==> config.mk <==
export PLATFORM = sky130hd
export DESIGN_NAME = itf_top
export DESIGN_NICKNAME = d
export VERILOG_FILES = /design/src/rtl/itf_decode.v /design/src/rtl/itf_sync.v /design/src/rtl/itf_top.v
export VERILOG_INCLUDE_DIRS = /design/src /design/src/rtl
export SDC_FILE = /design/constraint.sdc
export NUM_CORES = 1
export LEC_CHECK = 0
export BUFFER_PORTS_ARGS = -buffer_cell sky130_fd_sc_hd__buf_2
export CAP_MARGIN = 20
export CORE_ASPECT_RATIO = 0.9
export CORE_MARGIN = 8
export CORE_UTILIZATION = 30
export CTS_BUF_LIST = sky130_fd_sc_hd__clkbuf_2 sky130_fd_sc_hd__clkbuf_4 sky130_fd_sc_hd__clkbuf_8
export CTS_CLUSTER_DIAMETER = 200
export CTS_CLUSTER_SIZE = 8
export DETAILED_ROUTE_END_ITERATION = 8
export MAX_ROUTING_LAYER = met4
export SLEW_MARGIN = 20
export SYNTH_ARGS = -nofsm -noshare
export SYNTH_HDL_FRONTEND = slang
export SYNTH_HIERARCHICAL = 1
export SYNTH_SLANG_ARGS = --single-unit
==> constraint.sdc <==
create_clock -name clk_sys -period 4.3 [get_ports clk_sys]
set_clock_uncertainty 0.2 [all_clocks]
set_input_delay 0.86 -clock clk_sys [delete_from_list [all_inputs] [get_ports clk_sys]]
set_output_delay 0.86 -clock clk_sys [all_outputs]
set_load 0.02 [all_outputs]
==> src/rtl/itf_defines.vh <==
`ifndef ITF_DEFINES_VH
`define ITF_DEFINES_VH

// ************************************************************
// Register byte offsets.
// ************************************************************
`define ITF_OFS_FUNC_SEL 8'h00
`define ITF_OFS_POLARITY 8'h04
`define ITF_OFS_CMD_STAT 8'h08
`define ITF_OFS_IRQ_STAT 8'h0c
`define ITF_OFS_IRQ_CLR 8'h10
`define ITF_OFS_IRQ_EN 8'h14
`define ITF_OFS_TERM_LVL 8'h18
`define ITF_OFS_TRIP_INFO 8'h1c

// ************************************************************
// Field layout and reset values.
// ************************************************************
`define ITF_SEL_W 5
`define ITF_FUNC_SEL_RST 25'h1218820
`define ITF_POLARITY_RST 5'h00
`define ITF_POL_ACT_HIGH 1'b0
`define ITF_POL_ACT_LOW 1'b1
`define ITF_IRQ_TRIP 0
`define ITF_IRQ_TRIP_RESET 1
`define ITF_IRQ_RESTART_BLK 2
`define ITF_IRQ_W 3
`define ITF_TRIP_CODE_EXT 8'h0c

// ************************************************************
// Option codes.
// ************************************************************
`define ITF_OPT_FWD 0
`define ITF_OPT_REV 1
`define ITF_OPT_SPD0 2
`define ITF_OPT_SPD1 3
`define ITF_OPT_SPD2 4
`define ITF_OPT_SPD3 5
`define ITF_OPT_JOG 6
`define ITF_OPT_DCB 7
`define ITF_OPT_MOTOR2 8
`define ITF_OPT_RAMP2 9
`define ITF_OPT_COAST 11
`define ITF_OPT_EXT_TRIP 12
`define ITF_OPT_USP 13
`define ITF_OPT_LOCK 15
`define ITF_OPT_ANALOG 16
`define ITF_OPT_RESET 18
`define ITF_OPT_RESET_CODE 5'h12

// ************************************************************
// Timing.
// ************************************************************
`define ITF_SETTLE_CYC 4'h4

// ************************************************************
// Bus answers.
// ************************************************************
`define ITF_RESP_OKAY 2'b00
`define ITF_RESP_SLVERR 2'b10

`endif

==> src/rtl/itf_decode.v <==
`timescale 1ns/1ns
`default_nettype none
`include "itf_defines.vh"

// ************************************************************
// Polarity correction and option-code decode, OR over terminals.
// ************************************************************
module itf_decode #(
   parameter N_TERM = 5
) (
   input wire [N_TERM-1:0] term_level,
   input wire [N_TERM*`ITF_SEL_W-1:0] func_sel,
   input wire [N_TERM-1:0] polarity,
   output wire [N_TERM-1:0] term_active,
   output wire [31:0] func_on
);
   genvar t;
   genvar f;

   generate
      for (t = 0; t < N_TERM; t = t + 1) begin : g_term
         wire [`ITF_SEL_W-1:0] sel;
         wire pol_low;
         assign sel = func_sel[t*`ITF_SEL_W +: `ITF_SEL_W];
         // A reset terminal always works active high.
         assign pol_low = polarity[t] & (sel != `ITF_OPT_RESET_CODE);
         assign term_active[t] = term_level[t] ^ pol_low;
      end
      for (f = 0; f < 32; f = f + 1) begin : g_func
         wire [N_TERM-1:0] hit;
         for (t = 0; t < N_TERM; t = t + 1) begin : g_hit
            assign hit[t] = term_active[t] &
               (func_sel[t*`ITF_SEL_W +: `ITF_SEL_W] == f);
         end
         assign func_on[f] = |hit;
      end
   endgenerate
endmodule

`default_nettype wire

==> src/rtl/itf_sync.v <==
`timescale 1ns/1ns
`default_nettype none

// ************************************************************
// Two flip-flop synchroniser for the terminal pins.
// ************************************************************
module itf_sync #(
   parameter W = 5
) (
   input wire clk_sys,
   input wire rstn,
   input wire [W-1:0] d_async,
   output reg [W-1:0] q_sync
);
   reg [W-1:0] meta;

   always @(posedge clk_sys or negedge rstn) begin
      if (!rstn) begin
         meta <= {W{1'b0}};
         q_sync <= {W{1'b0}};
      end else begin
         meta <= d_async;
         q_sync <= meta;
      end
   end
endmodule

`default_nettype wire

==> src/rtl/itf_top.v <==
// Functional notes
// - each terminal takes its selected function
// - polarity setting inverts terminal before decode
// - option 00 runs forward while asserted
// - option 01 runs reverse while asserted
// - options 02-05 form four-bit speed index
// - option 06 runs at jog frequency
// - option 07 enables DC braking
// - option 08 selects second motor parameters
// - option 09 selects second ramp values
// - option 11 switches output off, coasting
// - option 12 rising edge latches trip E12
// - option 13 blocks run resume at power-up
// - option 15 locks parameter writes
// - option 18 clears trip, output off, reset
// - polarity 00 active high, 01 active low
// - reset terminal never active low
// - shared option responds to OR of terminals
//
// Chosen here: the AXI4-Lite slave port and the register offsets.
`timescale 1ns/1ns
`default_nettype none
`include "itf_defines.vh"

module itf_top #(
   parameter N_TERM = 5
) (
   input wire clk_sys,
   input wire rstn,
   input wire [N_TERM-1:0] term_pin,
   input wire [7:0] s_axi_awaddr,
   input wire s_axi_awvalid,
   output reg s_axi_awready,
   input wire [31:0] s_axi_wdata,
   input wire [3:0] s_axi_wstrb,
   input wire s_axi_wvalid,
   output reg s_axi_wready,
   output reg [1:0] s_axi_bresp,
   output reg s_axi_bvalid,
   input wire s_axi_bready,
   input wire [7:0] s_axi_araddr,
   input wire s_axi_arvalid,
   output reg s_axi_arready,
   output reg [31:0] s_axi_rdata,
   output reg [1:0] s_axi_rresp,
   output reg s_axi_rvalid,
   input wire s_axi_rready,
   output reg forward_run,
   output reg reverse_run,
   output reg jog_run,
   output reg [3:0] speed_sel,
   output reg dc_brake_en,
   output reg motor2_select,
   output reg second_ramp_select,
   output reg motor_output_off,
   output reg trip_latched,
   output reg [7:0] trip_code,
   output reg powerup_reset,
   output reg powerup_restart_block,
   output reg param_write_lock,
   output reg analog_source_select,
   output reg irq
);
   // ************************************************************
   // Configuration and status storage.
   // ************************************************************
   reg [N_TERM*`ITF_SEL_W-1:0] func_sel;
   reg [N_TERM-1:0] polarity;
   reg [`ITF_IRQ_W-1:0] irq_stat;
   reg [`ITF_IRQ_W-1:0] irq_en;
   reg [7:0] trip_count;
   reg ext_prev;
   reg [3:0] settle_cnt;
   reg [7:0] aw_addr;
   reg [31:0] w_data;
   reg [3:0] w_strb;

   wire [N_TERM-1:0] term_level;
   wire [N_TERM-1:0] term_active;
   wire [31:0] func_on;
   wire run_req;
   wire trip_rise;
   wire reset_on;
   wire settle_done;
   wire [`ITF_IRQ_W-1:0] irq_event;
   wire [`ITF_IRQ_W-1:0] irq_clr;
   wire wr_go;
   wire [31:0] sel_merged;
   wire [31:0] pol_merged;
   wire [31:0] en_merged;

   function [31:0] merge_strb;
      input [31:0] old_val;
      input [31:0] new_val;
      input [3:0] strb;
      integer i;
      begin
         merge_strb = old_val;
         for (i = 0; i < 4; i = i + 1) begin
            if (strb[i]) begin
               merge_strb[i*8 +: 8] = new_val[i*8 +: 8];
            end
         end
      end
   endfunction

   function addr_known;
      input [7:0] a;
      begin
         addr_known = (a == `ITF_OFS_FUNC_SEL) || (a == `ITF_OFS_POLARITY) ||
            (a == `ITF_OFS_CMD_STAT) || (a == `ITF_OFS_IRQ_STAT) ||
            (a == `ITF_OFS_IRQ_CLR) || (a == `ITF_OFS_IRQ_EN) ||
            (a == `ITF_OFS_TERM_LVL) || (a == `ITF_OFS_TRIP_INFO);
      end
   endfunction

   // ************************************************************
   // Pin synchronisation and decode.
   // ************************************************************
   itf_sync #(
      .W(N_TERM)
   ) u_sync (
      .clk_sys(clk_sys),
      .rstn(rstn),
      .d_async(term_pin),
      .q_sync(term_level)
   );

   itf_decode #(
      .N_TERM(N_TERM)
   ) u_decode (
      .term_level(term_level),
      .func_sel(func_sel),
      .polarity(polarity),
      .term_active(term_active),
      .func_on(func_on)
   );

   // Only the listed codes are read, so unlisted codes do nothing.
   assign run_req = func_on[`ITF_OPT_FWD] | func_on[`ITF_OPT_REV] |
      func_on[`ITF_OPT_JOG];
   assign trip_rise = func_on[`ITF_OPT_EXT_TRIP] & ~ext_prev;
   assign reset_on = func_on[`ITF_OPT_RESET];
   assign settle_done = (settle_cnt == `ITF_SETTLE_CYC);

   // ************************************************************
   // Drive commands.
   // ************************************************************
   always @(posedge clk_sys or negedge rstn) begin
      if (!rstn) begin
         forward_run <= 1'b0;
         reverse_run <= 1'b0;
         jog_run <= 1'b0;
         speed_sel <= 4'h0;
         dc_brake_en <= 1'b0;
         motor2_select <= 1'b0;
         second_ramp_select <= 1'b0;
         param_write_lock <= 1'b0;
         analog_source_select <= 1'b0;
         motor_output_off <= 1'b1;
         powerup_reset <= 1'b0;
      end else begin
         // Opposing run requests cancel to a stop.
         forward_run <= func_on[`ITF_OPT_FWD] & ~func_on[`ITF_OPT_REV] &
            ~powerup_restart_block;
         reverse_run <= func_on[`ITF_OPT_REV] & ~func_on[`ITF_OPT_FWD] &
            ~powerup_restart_block;
         jog_run <= func_on[`ITF_OPT_JOG] & ~powerup_restart_block;
         speed_sel <= {func_on[`ITF_OPT_SPD3], func_on[`ITF_OPT_SPD2],
            func_on[`ITF_OPT_SPD1], func_on[`ITF_OPT_SPD0]};
         dc_brake_en <= func_on[`ITF_OPT_DCB];
         motor2_select <= func_on[`ITF_OPT_MOTOR2];
         second_ramp_select <= func_on[`ITF_OPT_RAMP2];
         param_write_lock <= func_on[`ITF_OPT_LOCK];
         analog_source_select <= func_on[`ITF_OPT_ANALOG];
         motor_output_off <= func_on[`ITF_OPT_COAST] | reset_on |
            trip_latched | trip_rise;
         powerup_reset <= reset_on;
      end
   end

   // ************************************************************
   // Trip latch and power-up restart protection.
   // ************************************************************
   always @(posedge clk_sys or negedge rstn) begin
      if (!rstn) begin
         ext_prev <= 1'b0;
         trip_latched <= 1'b0;
         trip_code <= 8'h00;
         trip_count <= 8'h00;
         settle_cnt <= 4'h0;
         powerup_restart_block <= 1'b0;
      end else begin
         ext_prev <= func_on[`ITF_OPT_EXT_TRIP];
         if (trip_rise) begin
            trip_latched <= 1'b1;
            trip_code <= `ITF_TRIP_CODE_EXT;
            trip_count <= trip_count + 8'h01;
         end else if (reset_on) begin
            trip_latched <= 1'b0;
            trip_code <= 8'h00;
         end
         // The reset terminal restarts the power-up sequence.
         if (reset_on) begin
            settle_cnt <= 4'h0;
         end else if (!settle_done) begin
            settle_cnt <= settle_cnt + 4'h1;
         end
         if (!settle_done && !reset_on &&
             settle_cnt == `ITF_SETTLE_CYC - 4'h1) begin
            powerup_restart_block <= func_on[`ITF_OPT_USP] & run_req;
         end else if (!run_req) begin
            powerup_restart_block <= 1'b0;
         end
      end
   end

   // ************************************************************
   // Interrupt status.
   // ************************************************************
   assign irq_event[`ITF_IRQ_TRIP] = trip_rise;
   assign irq_event[`ITF_IRQ_TRIP_RESET] = reset_on & trip_latched;
   assign irq_event[`ITF_IRQ_RESTART_BLK] = !settle_done && !reset_on &&
      settle_cnt == `ITF_SETTLE_CYC - 4'h1 &&
      func_on[`ITF_OPT_USP] && run_req;
   assign wr_go = ~s_axi_awready & ~s_axi_wready & ~s_axi_bvalid;
   assign irq_clr = (wr_go && aw_addr == `ITF_OFS_IRQ_CLR && w_strb[0]) ?
      w_data[`ITF_IRQ_W-1:0] : {`ITF_IRQ_W{1'b0}};
   assign sel_merged = merge_strb({7'h00, func_sel}, w_data, w_strb);
   assign pol_merged = merge_strb({27'h0000000, polarity}, w_data, w_strb);
   assign en_merged = merge_strb({29'h00000000, irq_en}, w_data, w_strb);

   always @(posedge clk_sys or negedge rstn) begin
      if (!rstn) begin
         irq_stat <= {`ITF_IRQ_W{1'b0}};
         irq <= 1'b0;
      end else begin
         // A new event wins over a clear in the same cycle.
         irq_stat <= (irq_stat & ~irq_clr) | irq_event;
         irq <= |(((irq_stat & ~irq_clr) | irq_event) & irq_en);
      end
   end

   // ************************************************************
   // Bus write channel.
   // ************************************************************
   always @(posedge clk_sys or negedge rstn) begin
      if (!rstn) begin
         s_axi_awready <= 1'b1;
         s_axi_wready <= 1'b1;
         s_axi_bvalid <= 1'b0;
         s_axi_bresp <= `ITF_RESP_OKAY;
         aw_addr <= 8'h00;
         w_data <= 32'h00000000;
         w_strb <= 4'h0;
         func_sel <= `ITF_FUNC_SEL_RST;
         polarity <= `ITF_POLARITY_RST;
         irq_en <= {`ITF_IRQ_W{1'b0}};
      end else begin
         if (s_axi_awvalid && s_axi_awready) begin
            aw_addr <= s_axi_awaddr;
            s_axi_awready <= 1'b0;
         end
         if (s_axi_wvalid && s_axi_wready) begin
            w_data <= s_axi_wdata;
            w_strb <= s_axi_wstrb;
            s_axi_wready <= 1'b0;
         end
         if (wr_go) begin
            s_axi_bvalid <= 1'b1;
            s_axi_bresp <= addr_known(aw_addr) ? `ITF_RESP_OKAY :
               `ITF_RESP_SLVERR;
            case (aw_addr)
               `ITF_OFS_FUNC_SEL: begin
                  func_sel <= sel_merged[N_TERM*`ITF_SEL_W-1:0];
               end
               `ITF_OFS_POLARITY: begin
                  polarity <= pol_merged[N_TERM-1:0];
               end
               `ITF_OFS_IRQ_EN: begin
                  irq_en <= en_merged[`ITF_IRQ_W-1:0];
               end
               default: begin
                  irq_en <= irq_en;
               end
            endcase
         end
         if (s_axi_bvalid && s_axi_bready) begin
            s_axi_bvalid <= 1'b0;
            s_axi_awready <= 1'b1;
            s_axi_wready <= 1'b1;
         end
      end
   end

   // ************************************************************
   // Bus read channel.
   // ************************************************************
   always @(posedge clk_sys or negedge rstn) begin
      if (!rstn) begin
         s_axi_arready <= 1'b1;
         s_axi_rvalid <= 1'b0;
         s_axi_rdata <= 32'h00000000;
         s_axi_rresp <= `ITF_RESP_OKAY;
      end else begin
         if (s_axi_arvalid && s_axi_arready) begin
            s_axi_arready <= 1'b0;
            s_axi_rvalid <= 1'b1;
            s_axi_rresp <= addr_known(s_axi_araddr) ? `ITF_RESP_OKAY :
               `ITF_RESP_SLVERR;
            case (s_axi_araddr)
               `ITF_OFS_FUNC_SEL: begin
                  s_axi_rdata <= {7'h00, func_sel};
               end
               `ITF_OFS_POLARITY: begin
                  s_axi_rdata <= {27'h0000000, polarity};
               end
               `ITF_OFS_CMD_STAT: begin
                  s_axi_rdata <= {16'h0000, analog_source_select,
                     param_write_lock, powerup_restart_block, powerup_reset,
                     trip_latched, motor_output_off, second_ramp_select,
                     motor2_select, dc_brake_en, speed_sel, jog_run,
                     reverse_run, forward_run};
               end
               `ITF_OFS_IRQ_STAT: begin
                  s_axi_rdata <= {29'h00000000, irq_stat};
               end
               `ITF_OFS_IRQ_EN: begin
                  s_axi_rdata <= {29'h00000000, irq_en};
               end
               `ITF_OFS_TERM_LVL: begin
                  s_axi_rdata <= {19'h00000, term_active, 3'h0, term_level};
               end
               `ITF_OFS_TRIP_INFO: begin
                  s_axi_rdata <= {16'h0000, trip_count, trip_code};
               end
               default: begin
                  s_axi_rdata <= 32'h00000000;
               end
            endcase
         end
         if (s_axi_rvalid && s_axi_rready) begin
            s_axi_rvalid <= 1'b0;
            s_axi_arready <= 1'b1;
         end
      end
   end
endmodule

`default_nettype wire

# Word-level counts from Yosys, hierarchy flattened
# Cells that the tools add are included.
# word_totals
inputBits	64
reg_bits	162
out_inout_bits	66
word_cells	338
# op_classes
n_mux	22
eq_ne	98
addsub	2
bitwise_logic	116
n_reduce_logical	62
# op_table
operator	n
25-bit one-hot mux with 7 select lines	1
5-bit by 4-bit == test with 1-bit output, second input constant	30
5-bit by 3-bit == test with 1-bit output, second input constant	20
1-bit AND	95
5-bit OR reduction	16
8-bit by 5-bit == test with 1-bit output, second input constant	8
5-bit by 2-bit == test with 1-bit output, second input constant	10
5-bit == test, second input constant	10
8-bit by 4-bit == test with 1-bit output, second input constant	4
5-bit by 1-bit == test with 1-bit output, second input constant	5
5-bit logical NOT	5
5-bit inequality test, second input constant	5
3-bit AND reduction	6
8-bit by 3-bit == test with 1-bit output, second input constant	2
8-bit logical NOT	2
8-bit 2-to-1 mux	2
1-bit logical OR	14
1-bit 2-to-1 mux	14
1-bit logical AND	11
2-bit nonzero test	5
8-bit by 1-bit adder with 8-bit output, second input constant	1
4-bit 2-to-1 mux	2
1-bit inverter	7
3-bit AND	2
other kinds (13)	23

# Logic depth before layout (Yosys ltp)
# Gate-level depths: netlist of run 1.
# depth
word_depth	13
mapped_depth	10
mapped_depth_nobuf	8

# By module
# Netlist of run 1, hierarchy kept.
# by_module_without_submodules
module	seq_area_each_um2	cells_each	instances	area_each_um2
itf_top	3390.8	425	1	5664.2
itf_decode	0.0	255	1	1605.3
itf_sync	250.2	10	1	250.2

# Worst setup path before layout of run 1
# Ideal clock, no wire load.
# synth_path
path_kind	register to register
startpoint	register u_sync.q_sync[4]
endpoint	register trip_count[7]
setup_slack_ps	1785
t_required_ps	3977
path_buffers	0
path_stages_with_launch	9
synth_period_minus_slack_ps	2515
t_arrival_ps	2192
setup_time_ps	123
path_cell_list	dfrtp_1 > xnor2_2 > and4bb_2 > a22oi_1 > nand3_1 > nor2b_1 > nand4_1 > or4_1 > xnor2_1
# synth_between
elab_chain_len	4
# synth_rtl
item	line_no	text
from (decl)	itf_sync.v:13	output reg [W-1:0] q_sync
from (signal assigned)	itf_sync.v:20	q_sync <= {W{1'b0}};
from (signal assigned)	itf_sync.v:23	q_sync <= meta;
1-bit bitwise XOR	itf_decode.v:27	assign term_active[t] = term_level[t] ^ pol_low;
1-bit AND	itf_decode.v:32	assign hit[t] = term_active[t] &
5-bit OR reduction	itf_decode.v:35	assign func_on[f] = |hit;
named net func_on[12]	itf_top.v:80	wire [31:0] func_on;
1-bit AND	itf_top.v:142	assign trip_rise = func_on[`ITF_OPT_EXT_TRIP] & ~ext_prev;
to (signal assigned)	itf_top.v:198	trip_count <= trip_count + 8'h01;
to (decl)	itf_top.v:71	reg [7:0] trip_count;
# The timed path passes the listed nets, and every way through them passes these cells.
# A chain may end at the register's enable or synchronous reset.

# Worst setup path after layout of run 1
# layout_path
startpoint	register u_sync.q_sync[0]
endpoint	register trip_count[7]
# Same word-level chain as after synthesis.

==> report_table.html, run 1 <==
<table>
<tr><th>Metric</th><th>Value</th></tr>
<tr><th colspan="2">Floorplanning</th></tr>
<tr><td>Site Rows</td><td>53</td></tr>
<tr><td>Area enclosed by the die boundary</td><td>0.02856 sq mm</td></tr>
<tr><td>Die Width</td><td>177.3 um</td></tr>
<tr><td>Area of the core</td><td>0.02314 sq mm</td></tr>
<tr><td>Floorplan die height</td><td>161.1 um</td></tr>
<tr><td>Initial core utilization</td><td>30.33%</td></tr>
<tr><td>IO Count</td><td>130</td></tr>
<tr><th colspan="2">Global routing</th></tr>
<tr><td>Antenna violations before repair</td><td>0</td></tr>
<tr><td>Pin count of the biggest net entering global routing</td><td>80</td></tr>
<tr><td>Wire length of the first global-routing pass</td><td>30.57 mm</td></tr>
<tr><td>Aggregate global-route resource usage</td><td>14.28%</td></tr>
<tr><td>Via count of the first global-routing pass</td><td>5117</td></tr>
<tr><td>Overflow left after global routing</td><td>0</td></tr>
<tr><th colspan="2">Clock network</th></tr>
<tr><td>Number of post-CTS setup repair buffers</td><td>0</td></tr>
<tr><td># H-tree levels</td><td>4</td></tr>
<tr><td>CTS Buf Count</td><td>17</td></tr>
<tr><td>CTS tree</td><td>yes</td></tr>
<tr><td>Max clock buf depth</td><td>2</td></tr>
<tr><td>CTS root buffer</td><td>clkbuf_8</td></tr>
<tr><td>Resized cells post-CTS</td><td>0</td></tr>
<tr><td># hold bufs at CTS</td><td>0</td></tr>
<tr><td>Clock edge transition at the registers on the reported setup and hold paths</td><td>0.10 ns</td></tr>
<tr><td>CTS Sinks</td><td>145</td></tr>
<tr><td>Latest clock arrival within the worst-skew pair</td><td>0.47 ns</td></tr>
<tr><th colspan="2">Cells and area</th></tr>
<tr><td>Count of non-filler cells in the finished layout</td><td>1027</td></tr>
<tr><td>Area Overhead vs Synth</td><td>17.20%</td></tr>
<tr><td>Number of antenna cells inserted</td><td>0</td></tr>
<tr><td>Filler cell count in the final layout</td><td>2338</td></tr>
<tr><td>Sequential Area</td><td>0.003641 sq mm</td></tr>
<tr><td>Ratio of cells with drive above 1 in the final layout</td><td>35.31%</td></tr>
<tr><td>Total number of nets in the final design</td><td>779</td></tr>
<tr><td>Area of the multi-input gates</td><td>0.003141 sq mm</td></tr>
<tr><th colspan="2">Route</th></tr>
<tr><td>DRC violations left</td><td>0</td></tr>
<tr><td>1st-pass router iterations</td><td>5</td></tr>
<tr><td>Overall via count from detail_route</td><td>5152</td></tr>
<tr><td>Total wire length</td><td>19.64 mm</td></tr>
<tr><td>Via-to-Cell Ratio</td><td>5.017</td></tr>
<tr><td>Number of DRC markers in iteration 0</td><td>368</td></tr>
<tr><td>Post-DRT Antenna Nets</td><td>0</td></tr>
<tr><td>Routed WL per cell</td><td>19.13 um</td></tr>
<tr><th colspan="2">Power and ir drop</th></tr>
<tr><td>Peak supply drop</td><td>0.2668 mV</td></tr>
<tr><td>Sequential cell fraction of total power</td><td>48.7%</td></tr>
<tr><td>Share of power burned in combinational logic</td><td>24.3%</td></tr>
<tr><td>Switching Power</td><td>1.508 mW</td></tr>
<tr><td>Power density cells</td><td>515.9 mW/mm^2</td></tr>
<tr><td>Leakage power total</td><td>3.802 nW</td></tr>
<tr><td>Internal Dissipation</td><td>2.737 mW</td></tr>
<tr><td>Switching share of total power</td><td>35.53%</td></tr>
<tr><td>Final Power</td><td>4.245 mW</td></tr>
<tr><td>Relative contribution of the clock network to total power</td><td>27.0%</td></tr>
<tr><th colspan="2">Place</th></tr>
<tr><td>Port bufs</td><td>107</td></tr>
<tr><td>HPWL after DPL</td><td>14.58 mm</td></tr>
<tr><td>Cell count after placement</td><td>995</td></tr>
<tr><td>Final weighted congestion in routability-driven placement</td><td>0.9053</td></tr>
<tr><th colspan="2">Timing</th></tr>
<tr><td>Final Cycle Share</td><td>71.34%</td></tr>
<tr><td>Tightest slew margin relative to the limit</td><td>36.01%</td></tr>
<tr><td>Pins over their slew limit</td><td>0</td></tr>
<tr><td># setup viols final</td><td>0</td></tr>
<tr><td>Actual slew at the worst max-slew pin</td><td>0.9575 ns</td></tr>
<tr><td>Setup repair after global routing missed its margin</td><td>false</td></tr>
<tr><td>Final Hold Vio Count</td><td>0</td></tr>
<tr><td>Post-route setup TNS</td><td>0 ns</td></tr>
<tr><td>Minimum period implied by the final worst setup slack</td><td>3.067 ns</td></tr>
<tr><td>Top achievable clock speed</td><td>0.3260 GHz</td></tr>
<tr><th colspan="2">Outcome</th></tr>
<tr><td>Outcome</td><td>finished, final reports clean</td></tr>
<tr><th colspan="2">Setup path</th></tr>
<tr><td>Critical-path cell list</td><td>xnor2_2 &gt; nor3_2 &gt; nand2_1 &gt; nand3_1 &gt; nor2b_1 &gt; nand4_1 &gt; or4_1 &gt; xnor2_1</td></tr>
<tr><td>WP data required</td><td>4.44 ns</td></tr>
<tr><td>Crit-path slowest cell</td><td>dfrtp_1</td></tr>
<tr><td>Worst setup path category</td><td>reg -&gt; reg</td></tr>
<tr><td>Data arrival time at the worst-slack endpoint</td><td>3.21 ns</td></tr>
<tr><td>Cell count of the worst reg-to-reg path</td><td>8</td></tr>
<tr><td>CP delay by family, top</td><td>simple AND/OR/NAND/NOR gates</td></tr>
<tr><td>Buffering stage count on the worst path with inverters included</td><td>0</td></tr>
<tr><td>Critical-path maximum fanout</td><td>7</td></tr>
<tr><td>Sort of element at the start of the critical path</td><td>register</td></tr>
<tr><td>Endpoint class of the critical path</td><td>register</td></tr>
<tr><td>Longest individual stage delay on the worst path</td><td>0.49 ns</td></tr>
<tr><td>Number of gates on the worst path with buffers counted</td><td>8</td></tr>
<tr><th colspan="2">Synthesis</th></tr>
<tr><td>Syn Std Cell Area</td><td>0.007020 sq mm</td></tr>
<tr><td>Post-Syn Instances</td><td>608</td></tr>
<tr><td>Avg Inst Size Synth</td><td>11.55 sq um</td></tr>
<tr><td>Yosys warnings</td><td>6</td></tr>
<tr><th colspan="2">Min path</th></tr>
<tr><td>Number of cells on the worst hold path</td><td>0</td></tr>
<tr><td>Worst min-delay path category</td><td>reg -&gt; reg</td></tr>
<tr><th colspan="2">Run</th></tr>
<tr><td>Max-Cap Viols</td><td>0</td></tr>
</table>
==> cells in the final DEF (no fill, tap or decap), drive strengths merged, types with 3 or more instances in the layout <==
cell,count
a21oi,7
a221oi,4
a22o,17
a22oi,34
a32oi,5
a41oi,3
and3,4
and3b,4
buf,111
clkbuf,17
conb,15
dfrtp,135
dfstp,10
ha,3
inv,29
mux2,79
mux2i,8
nand2,44
nand2b,6
nand3,29
nand3b,3
nand4,4
nor2,35
nor2b,11
nor3,16
nor3b,15
nor4,4
nor4b,3
o21ai,18
o22ai,3
or4,3
xnor2,18
==> path summary, 6_finish.rpt <==
| check | endpoint | slack (ns) | from |
|---|---|---|---|
| worst max register to register | trip_count[7] | 1.23 | u_sync/q_sync[0] |
| min in group asynchronous | s_axi_rdata[14] | 0.21 | rstn |
| worst min register to register | u_sync/q_sync[3] | 0.16 | u_sync/meta[3] |
| max in group asynchronous | motor_output_off | 2.91 | rstn |
| worst min-delay path | u_sync/q_sync[3] | 0.16 | u_sync/meta[3] |
| worst max-delay path | trip_count[7] | 1.23 | u_sync/q_sync[0] |
==> cell type report <==
class                           instances  area share, %
Timing Repair Buffer                  111          7.102
Multi-Input combinational cell        419          38.17
Sequential cell                       145          44.25
Clock inverter                         15          2.220
Inverter                               18         0.8212
Clock buffer                           17          2.844
Tap cell                              302          4.592
==> through the flow <==
stage               hold WS (ns)  util, %  area, sq um  worst slack (ns)
floorplan                 0.1312        -         7073             1.811
global placement          0.1337    33.75         7811             1.311
detailed placement        0.1347    33.75         7811             1.305
CTS                       0.1594    35.55         8228             1.278
global route              0.1701    35.55         8228             1.023
finish                    0.1558    35.55         8228             1.233
==> per-layer routing <==
layer | share of wire, % | GRT usage (%)
met4 | 1.1 | 3.749
met5 | 0 | -
met1 | 48 | 19.87
met2 | 44 | 20.23
met3 | 7.5 | 3.757
==> registers in the layout, summed over array words and instances (netlist names), 3 cells and up <==
| name | count |
|---|---|
| aw_addr | 8 |
| func_sel | 25 |
| irq_en | 3 |
| irq_stat | 3 |
| polarity | 5 |
| s_axi_rdata | 25 |
| settle_cnt | 4 |
| speed_sel | 4 |
| trip_count | 8 |
| u_sync/meta | 5 |
| u_sync/q_sync | 5 |
| w_data | 25 |
| w_strb | 4 |
==> power groups by stage <==
| stage | logic (mW) | registers, mW | clock network (mW) |
|---|---|---|---|
| global placement | 1.02 | 2.08 | 0 |
| global route | 1.13 | 2.12 | 1.25 |
| floorplan | 0.740 | 2.00 | 0 |
| detailed placement | 1.04 | 2.09 | 0 |
| CTS | 1.04 | 2.07 | 1.20 |
| finish | 1.03 | 2.07 | 1.15 |
Note: power is estimated with default switching activity, not from simulation.
==> run 2, diff against run 1 <==
==> constraint.sdc (replaced) <==
create_clock -name clk_sys -period 3.2 [get_ports clk_sys]
set_clock_uncertainty 0.2 [all_clocks]
set_input_delay 0.64 -clock clk_sys [delete_from_list [all_inputs] [get_ports clk_sys]]
set_output_delay 0.64 -clock clk_sys [all_outputs]
set_load 0.02 [all_outputs]
==> report_table.html, run 2 (synthesized netlist as in run 1, its figures left out) <==
<table>
<tr><th>Metric</th><th>Value</th></tr>
<tr><th colspan="2">Setup path</th></tr>
<tr><td>Critical-path maximum fanout</td><td>4</td></tr>
<tr><td>Internal reg-to-reg setup slack</td><td>0.44 ns</td></tr>
<tr><td>Worst setup path category</td><td>reg -&gt; reg</td></tr>
<tr><td>CP startpoint</td><td>polarity[4]</td></tr>
<tr><td>Data arrival time at the worst-slack endpoint</td><td>2.91 ns</td></tr>
<tr><td>Startpoint of the worst-slack reg-to-reg timing path</td><td>polarity[4]</td></tr>
<tr><td>Cell count of the worst reg-to-reg path</td><td>8</td></tr>
<tr><td>Sort of element at the start of the critical path</td><td>register</td></tr>
<tr><td>WP data required</td><td>3.35 ns</td></tr>
<tr><td>Endpoint class of the critical path</td><td>register</td></tr>
<tr><th colspan="2">Route</th></tr>
<tr><td>Number of DRC markers in iteration 0</td><td>461</td></tr>
<tr><td>DRC violations left</td><td>0</td></tr>
<tr><td>Overall via count from detail_route</td><td>5280</td></tr>
<tr><td>Total wire length</td><td>19.85 mm</td></tr>
<tr><td>1st-pass router iterations</td><td>5</td></tr>
<tr><td>Post-DRT Antenna Nets</td><td>0</td></tr>
<tr><td>Via-to-Cell Ratio</td><td>5.024</td></tr>
<tr><td>Routed WL per cell</td><td>18.89 um</td></tr>
<tr><th colspan="2">Timing</th></tr>
<tr><td>Actual slew at the worst max-slew pin</td><td>0.9377 ns</td></tr>
<tr><td>Setup repair after global routing missed its margin</td><td>false</td></tr>
<tr><td>Minimum period implied by the final worst setup slack</td><td>2.758 ns</td></tr>
<tr><td>Final Cycle Share</td><td>86.19%</td></tr>
<tr><td>Top achievable clock speed</td><td>0.3626 GHz</td></tr>
<tr><td>Pins over their slew limit</td><td>0</td></tr>
<tr><td>Final Hold Vio Count</td><td>0</td></tr>
<tr><td>Post-route setup TNS</td><td>0 ns</td></tr>
<tr><td>Tightest slew margin relative to the limit</td><td>37.34%</td></tr>
<tr><td># setup viols final</td><td>0</td></tr>
<tr><td>Post-route worst setup slack</td><td>0.4420 ns</td></tr>
<tr><th colspan="2">Cells and area</th></tr>
<tr><td>Fin util</td><td>36.37%</td></tr>
<tr><td>Ratio of cells with drive above 1 in the final layout</td><td>37.17%</td></tr>
<tr><td>Area Overhead vs Synth</td><td>19.89%</td></tr>
<tr><td>Final std cell area, no fill</td><td>0.008417 sq mm</td></tr>
<tr><td>Total number of nets in the final design</td><td>802</td></tr>
<tr><td>Most common cell after layout, fill and taps aside</td><td>dfrtp_1</td></tr>
<tr><td>Largest registers ranked by flip-flop count</td><td>func_sel: 25 flops, s_axi_rdata: 25 flops, w_data: 25 flops</td></tr>
<tr><td>Filler cell count in the final layout</td><td>2317</td></tr>
<tr><td>Top library cells by usage in the layout, fill and taps aside</td><td>dfrtp_1 (135), buf_2 (106), mux2_2 (79), nand2_1 (44), nor2_1 (35)</td></tr>
<tr><th colspan="2">Clock network</th></tr>
<tr><td>Clock edge transition at the registers on the reported setup and hold paths</td><td>0.09 ns</td></tr>
<tr><td>CTS tree</td><td>yes</td></tr>
<tr><td>CTS root buffer</td><td>clkbuf_8</td></tr>
<tr><td>CTS Buf Count</td><td>17</td></tr>
<tr><td>Max clock buf depth</td><td>2</td></tr>
<tr><td>Number of post-CTS setup repair buffers</td><td>0</td></tr>
<tr><td>Latest clock arrival within the worst-skew pair</td><td>0.46 ns</td></tr>
<tr><td>CTS Sinks</td><td>145</td></tr>
<tr><td># H-tree levels</td><td>4</td></tr>
<tr><th colspan="2">Global routing</th></tr>
<tr><td>Pin count of the biggest net entering global routing</td><td>60</td></tr>
<tr><td>Via count of the first global-routing pass</td><td>5234</td></tr>
<tr><td>Wire length of the first global-routing pass</td><td>30.97 mm</td></tr>
<tr><td>Antenna violations before repair</td><td>1</td></tr>
<tr><td>Aggregate global-route resource usage</td><td>14.31%</td></tr>
<tr><td>Overflow left after global routing</td><td>0</td></tr>
<tr><th colspan="2">Power and ir drop</th></tr>
<tr><td>Final Power</td><td>5.784 mW</td></tr>
<tr><td>Power density cells</td><td>687.2 mW/mm^2</td></tr>
<tr><td>Leakage power total</td><td>3.926 nW</td></tr>
<tr><td>Share of power burned in combinational logic</td><td>26.5%</td></tr>
<tr><td>Relative contribution of the clock network to total power</td><td>26.5%</td></tr>
<tr><td>Switching share of total power</td><td>35.11%</td></tr>
<tr><td>Sequential cell fraction of total power</td><td>46.9%</td></tr>
<tr><td>Internal Dissipation</td><td>3.753 mW</td></tr>
<tr><td>Peak supply drop</td><td>0.3896 mV</td></tr>
<tr><td>Switching Power</td><td>2.031 mW</td></tr>
<tr><th colspan="2">Min path</th></tr>
<tr><td>Hold wc startpoint</td><td>term_pin[0]</td></tr>
<tr><td>Number of cells on the worst hold path</td><td>1</td></tr>
<tr><td>Worst min-delay path category</td><td>in -&gt; reg</td></tr>
<tr><th colspan="2">Floorplanning</th></tr>
<tr><td>Die Width</td><td>177.3 um</td></tr>
<tr><td>Floorplan die height</td><td>161.1 um</td></tr>
<tr><td>IO Count</td><td>130</td></tr>
<tr><td>Area enclosed by the die boundary</td><td>0.02856 sq mm</td></tr>
<tr><td>Area of the core</td><td>0.02314 sq mm</td></tr>
<tr><td>Site Rows</td><td>53</td></tr>
<tr><td>Initial core utilization</td><td>30.33%</td></tr>
<tr><th colspan="2">Place</th></tr>
<tr><td>Port bufs</td><td>107</td></tr>
<tr><td>Final weighted congestion in routability-driven placement</td><td>0.9344</td></tr>
<tr><td>DP Worst Slack</td><td>0.4823 ns</td></tr>
<tr><td>Instance area after placement</td><td>0.007989 sq mm</td></tr>
<tr><td>HPWL after DPL</td><td>15.01 mm</td></tr>
<tr><th colspan="2">Outcome</th></tr>
<tr><td>Outcome</td><td>finished, final reports clean</td></tr>
<tr><th colspan="2">Run</th></tr>
<tr><td>Max-Cap Viols</td><td>0</td></tr>
</table>
==> run 2: changes by cell type in the layout (fill, tap and decap cells not counted), sizes merged <==
cell         before  now
dlygate4sd3       0    1
buf             111  133
diode             0    1
clkinv            1    3
clkbuf           17   18
inv              29   26
==> run 2: what timing repair did <==
item,CTS,global route
hold buffers,1,0
endpoints found under the hold margin,44,0
resized for setup,0,0
==> run 2: cell type report <==
class	instances	area [sq um]	area share [%]
clock inverter	14	167.7	1.992
inverter	18	67.56	0.8027
tap	302	377.9	4.489
multi-input combinational	419	3141	37.31
antenna	1	2.502	0.02973
clock buffer	18	247.7	2.943
timing repair buffer	134	772.0	9.172
sequential	145	3641	43.26
==> run 2: critical path, stage by stage, from the launching register on <==
cell and delay (ns):
dfrtp_1 0.45, xnor2_2 0.18, and4bb_2 0.35, a22oi_1 0.10, nand3_1 0.19, nor2b_1 0.36, nand4_1 0.22, or4_1 0.46
xnor2_1 0.14
==> run 2: final timing paths <==
| path | endpoint |
|---|---|
| min reg2reg | u_sync/q_sync[0] |
| max reg2reg | trip_count[7] |
| min in group asynchronous | s_axi_rdata[10] |
| max | trip_count[7] |
| max in group asynchronous | func_sel[15] |
| min | u_sync/meta[0] |
==> run 2: per-layer routing <==
metal | routed length, um | vias up | GRT usage [%]
li1 | - | 2448 | -
met1 | 9687 | 2621 | 20.40
met2 | 8382 | 191 | 19.69
met3 | 1514 | 20 | 3.921
met4 | 270 | 0 | 3.484
met5 | 0 | - | -
==> run 2: stage by stage <==
| stage | hold slack, ns | cells |
|---|---|---|
| CTS | 0.05545 | 1050 |
| finish | 0.08389 | 1051 |
| global placement | 0.1362 | 1017 |
| global route | 0.04776 | 1051 |
| floorplan | 0.1312 | 622 |
| detailed placement | 0.1456 | 1017 |
==> run 2: power groups by stage <==
stage          registers (mW)  logic (mW)  clock network (mW)
2_1_floorplan            2.69       0.995                   0
3_3_place_gp             2.74        1.52                   0
3_5_place_dp             2.75        1.54                   0
4_1_cts                  2.72        1.54                1.58
5_1_grt                  2.79        1.68                1.66
6_report                 2.71        1.54                1.53
==> run 3, diff against run 2 <==
--- a/config.mk
+++ b/config.mk
@@ -10,7 +10,7 @@
 export CAP_MARGIN = 20
 export CORE_ASPECT_RATIO = 0.9
 export CORE_MARGIN = 8
-export CORE_UTILIZATION = 30
+export CORE_UTILIZATION = 35
 export CTS_BUF_LIST = sky130_fd_sc_hd__clkbuf_2 sky130_fd_sc_hd__clkbuf_4 sky130_fd_sc_hd__clkbuf_8
 export CTS_CLUSTER_DIAMETER = 200
 export CTS_CLUSTER_SIZE = 8
==> report_table.html, run 3 (synthesized netlist as in run 1, its figures left out) <==
<table>
<tr><th>Metric</th><th>Value</th></tr>
<tr><th colspan="2">Clock network</th></tr>
<tr><td>Max clock buf depth</td><td>2</td></tr>
<tr><td>CTS root buffer</td><td>clkbuf_8</td></tr>
<tr><td>Resized cells post-CTS</td><td>0</td></tr>
<tr><td>CTS Sinks</td><td>145</td></tr>
<tr><td># H-tree levels</td><td>4</td></tr>
<tr><td>Clock edge transition at the registers on the reported setup and hold paths</td><td>0.09 ns</td></tr>
<tr><td>Latest clock arrival within the worst-skew pair</td><td>0.45 ns</td></tr>
<tr><td>CTS tree</td><td>yes</td></tr>
<tr><td>CTS Buf Count</td><td>17</td></tr>
<tr><th colspan="2">Outcome</th></tr>
<tr><td>Outcome</td><td>finished, final reports clean</td></tr>
<tr><th colspan="2">Route</th></tr>
<tr><td>M1 WL</td><td>9.183 mm</td></tr>
<tr><td>Routed WL per cell</td><td>18.82 um</td></tr>
<tr><td>Overall via count from detail_route</td><td>5238</td></tr>
<tr><td>Highest routed layer</td><td>met4</td></tr>
<tr><td>Number of DRC markers in iteration 0</td><td>702</td></tr>
<tr><td>Routed length on met2</td><td>7.628 mm</td></tr>
<tr><td>Met3 Wirelength</td><td>1.733 mm</td></tr>
<tr><td>1st-pass router iterations</td><td>5</td></tr>
<tr><td>Via-to-Cell Ratio</td><td>5.217</td></tr>
<tr><td>Post-DRT Antenna Nets</td><td>0</td></tr>
<tr><td>DRC violations left</td><td>0</td></tr>
<tr><td>Total wire length</td><td>18.89 mm</td></tr>
<tr><th colspan="2">Timing</th></tr>
<tr><td># setup viols final</td><td>0</td></tr>
<tr><td>Post-route setup TNS</td><td>0 ns</td></tr>
<tr><td>Tightest slew margin relative to the limit</td><td>40.41%</td></tr>
<tr><td>Top achievable clock speed</td><td>0.3526 GHz</td></tr>
<tr><td>Pins over their slew limit</td><td>0</td></tr>
<tr><td>Setup repair after global routing missed its margin</td><td>false</td></tr>
<tr><td>Final Cycle Share</td><td>88.63%</td></tr>
<tr><td>Post-route worst setup slack</td><td>0.3637 ns</td></tr>
<tr><td>Final Hold Vio Count</td><td>0</td></tr>
<tr><td>Worst-case hold slack</td><td>0.08775 ns</td></tr>
<tr><td>Actual slew at the worst max-slew pin</td><td>0.8917 ns</td></tr>
<tr><td>Minimum period implied by the final worst setup slack</td><td>2.836 ns</td></tr>
<tr><th colspan="2">Setup path</th></tr>
<tr><td>Critical-path maximum fanout</td><td>6</td></tr>
<tr><td>Worst setup path category</td><td>reg -&gt; reg</td></tr>
<tr><td>Data arrival time at the worst-slack endpoint</td><td>2.98 ns</td></tr>
<tr><td>Sort of element at the start of the critical path</td><td>register</td></tr>
<tr><td>Endpoint class of the critical path</td><td>register</td></tr>
<tr><td>WP data required</td><td>3.34 ns</td></tr>
<tr><th colspan="2">Global routing</th></tr>
<tr><td>Wire length of the first global-routing pass</td><td>29.25 mm</td></tr>
<tr><td>Antenna violations before repair</td><td>1</td></tr>
<tr><td>Via count of the first global-routing pass</td><td>5125</td></tr>
<tr><td>Pin count of the biggest net entering global routing</td><td>62</td></tr>
<tr><td>Aggregate global-route resource usage</td><td>15.80%</td></tr>
<tr><td>Overflow left after global routing</td><td>0</td></tr>
<tr><th colspan="2">Cells and area</th></tr>
<tr><td>Final std cell area, no fill</td><td>0.008352 sq mm</td></tr>
<tr><td>Ratio of cells with drive above 1 in the final layout</td><td>37.17%</td></tr>
<tr><td>Largest registers ranked by flip-flop count</td><td>func_sel: 25 flops, s_axi_rdata: 25 flops, w_data: 25 flops</td></tr>
<tr><td>Area Overhead vs Synth</td><td>18.96%</td></tr>
<tr><td>Count of non-filler cells in the finished layout</td><td>1004</td></tr>
<tr><td>Most common cell after layout, fill and taps aside</td><td>dfrtp_1</td></tr>
<tr><td>Top library cells by usage in the layout, fill and taps aside</td><td>dfrtp_1 (135), buf_2 (106), mux2_2 (79), nand2_1 (44), nor2_1 (35)</td></tr>
<tr><td>Total number of nets in the final design</td><td>802</td></tr>
<tr><th colspan="2">Place</th></tr>
<tr><td>Port bufs</td><td>107</td></tr>
<tr><td>DP Worst Slack</td><td>0.3904 ns</td></tr>
<tr><td>Final weighted congestion in routability-driven placement</td><td>0.9271</td></tr>
<tr><td>HPWL after DPL</td><td>14.45 mm</td></tr>
<tr><td>Cell count after placement</td><td>970</td></tr>
<tr><td>Instance area after placement</td><td>0.007930 sq mm</td></tr>
<tr><th colspan="2">Floorplanning</th></tr>
<tr><td>Initial core utilization</td><td>35.45%</td></tr>
<tr><td>Die Width</td><td>165.3 um</td></tr>
<tr><td>Site Rows</td><td>49</td></tr>
<tr><td>Area of the core</td><td>0.01980 sq mm</td></tr>
<tr><td>Floorplan die height</td><td>150.4 um</td></tr>
<tr><td>IO Count</td><td>130</td></tr>
<tr><td>Area enclosed by the die boundary</td><td>0.02485 sq mm</td></tr>
<tr><th colspan="2">Min path</th></tr>
<tr><td>Worst min-delay path category</td><td>in -&gt; reg</td></tr>
<tr><th colspan="2">Run</th></tr>
<tr><td>Max-Cap Viols</td><td>0</td></tr>
<tr><th colspan="2">Power and ir drop</th></tr>
<tr><td>Relative contribution of the clock network to total power</td><td>26.1%</td></tr>
<tr><td>Leakage power total</td><td>3.924 nW</td></tr>
<tr><td>Internal Dissipation</td><td>3.730 mW</td></tr>
<tr><td>Sequential cell fraction of total power</td><td>46.9%</td></tr>
<tr><td>Share of power burned in combinational logic</td><td>26.9%</td></tr>
<tr><td>Switching share of total power</td><td>35.13%</td></tr>
<tr><td>Peak supply drop</td><td>0.5782 mV</td></tr>
<tr><td>Switching Power</td><td>2.020 mW</td></tr>
<tr><td>Power density cells</td><td>688.5 mW/mm^2</td></tr>
</table>
## run 3: changes by cell type in the layout (fill, tap and decap cells not counted)
cell      delta
inv_8        +1
clkinv_2     +1
clkbuf_8     -1
inv_6        -1
## run 3: repair_timing
action | in CTS | in global routing
hold buffers | 1 | 0
endpoints found under the hold margin | 54 | 0
setup buffers | 0 | 0
## run 3: critical path, cell delays in order (launching register included)
cell and delay [ns]:
dfrtp_1 0.47, xnor2_2 0.20, and4bb_2 0.35, a22oi_1 0.12, nand3_1 0.17, nor2b_1 0.38, nand4_1 0.23, or4_1 0.47
xnor2_1 0.14
## run 3: stage by stage
stage / util [%] / total power, mW
floorplan: - / 3.689
global placement: 40.05 / 4.268
detailed placement: 40.05 / 4.287
global route: 42.17 / 6.077
CTS: 42.16 / 5.801
finish: 42.17 / 5.751
## run 3: final cells by class
type	count	area, sq um
flip-flops and latches	145	3641
clock inverters	15	175.2
well taps	255	319.1
diodes	1	2.502
inverters	18	67.56
fillers	1951	11450
clock buffers	17	234.0
multi-input cells	419	3141
repair buffers	134	772.0
## run 3: final timing paths
kind,from,to,slack (ns),depth (start not counted)
setup / recovery,polarity[4],trip_count[7],0.36,8
hold / removal,term_pin[0],u_sync/meta[0],0.09,1
setup reg to reg,polarity[4],trip_count[7],0.36,8
hold reg to reg,u_sync/meta[2],u_sync/q_sync[2],0.15,0
max in group asynchronous,rstn,motor_output_off,1.54,3
min in group asynchronous,rstn,w_data[23],0.55,2
## run 3: power groups by stage
stage / Clock [mW] / Sequential [mW] / Combinational, mW
after floorplan: 0 / 2.69 / 0.995
after global placement: 0 / 2.73 / 1.54
after detailed placement: 0 / 2.73 / 1.55
after CTS: 1.55 / 2.70 / 1.55
after global routing: 1.62 / 2.77 / 1.69
final: 1.50 / 2.70 / 1.55
## run 3: layer usage
| layer | global-route usage (%) | vias up |
|---|---|---|
| met3 | 3.663 | 31 |
| li1 | - | 2449 |
| met5 | - | - |
| met2 | 20.88 | 253 |
| met1 | 23.19 | 2505 |
| met4 | 5.085 | 0 |
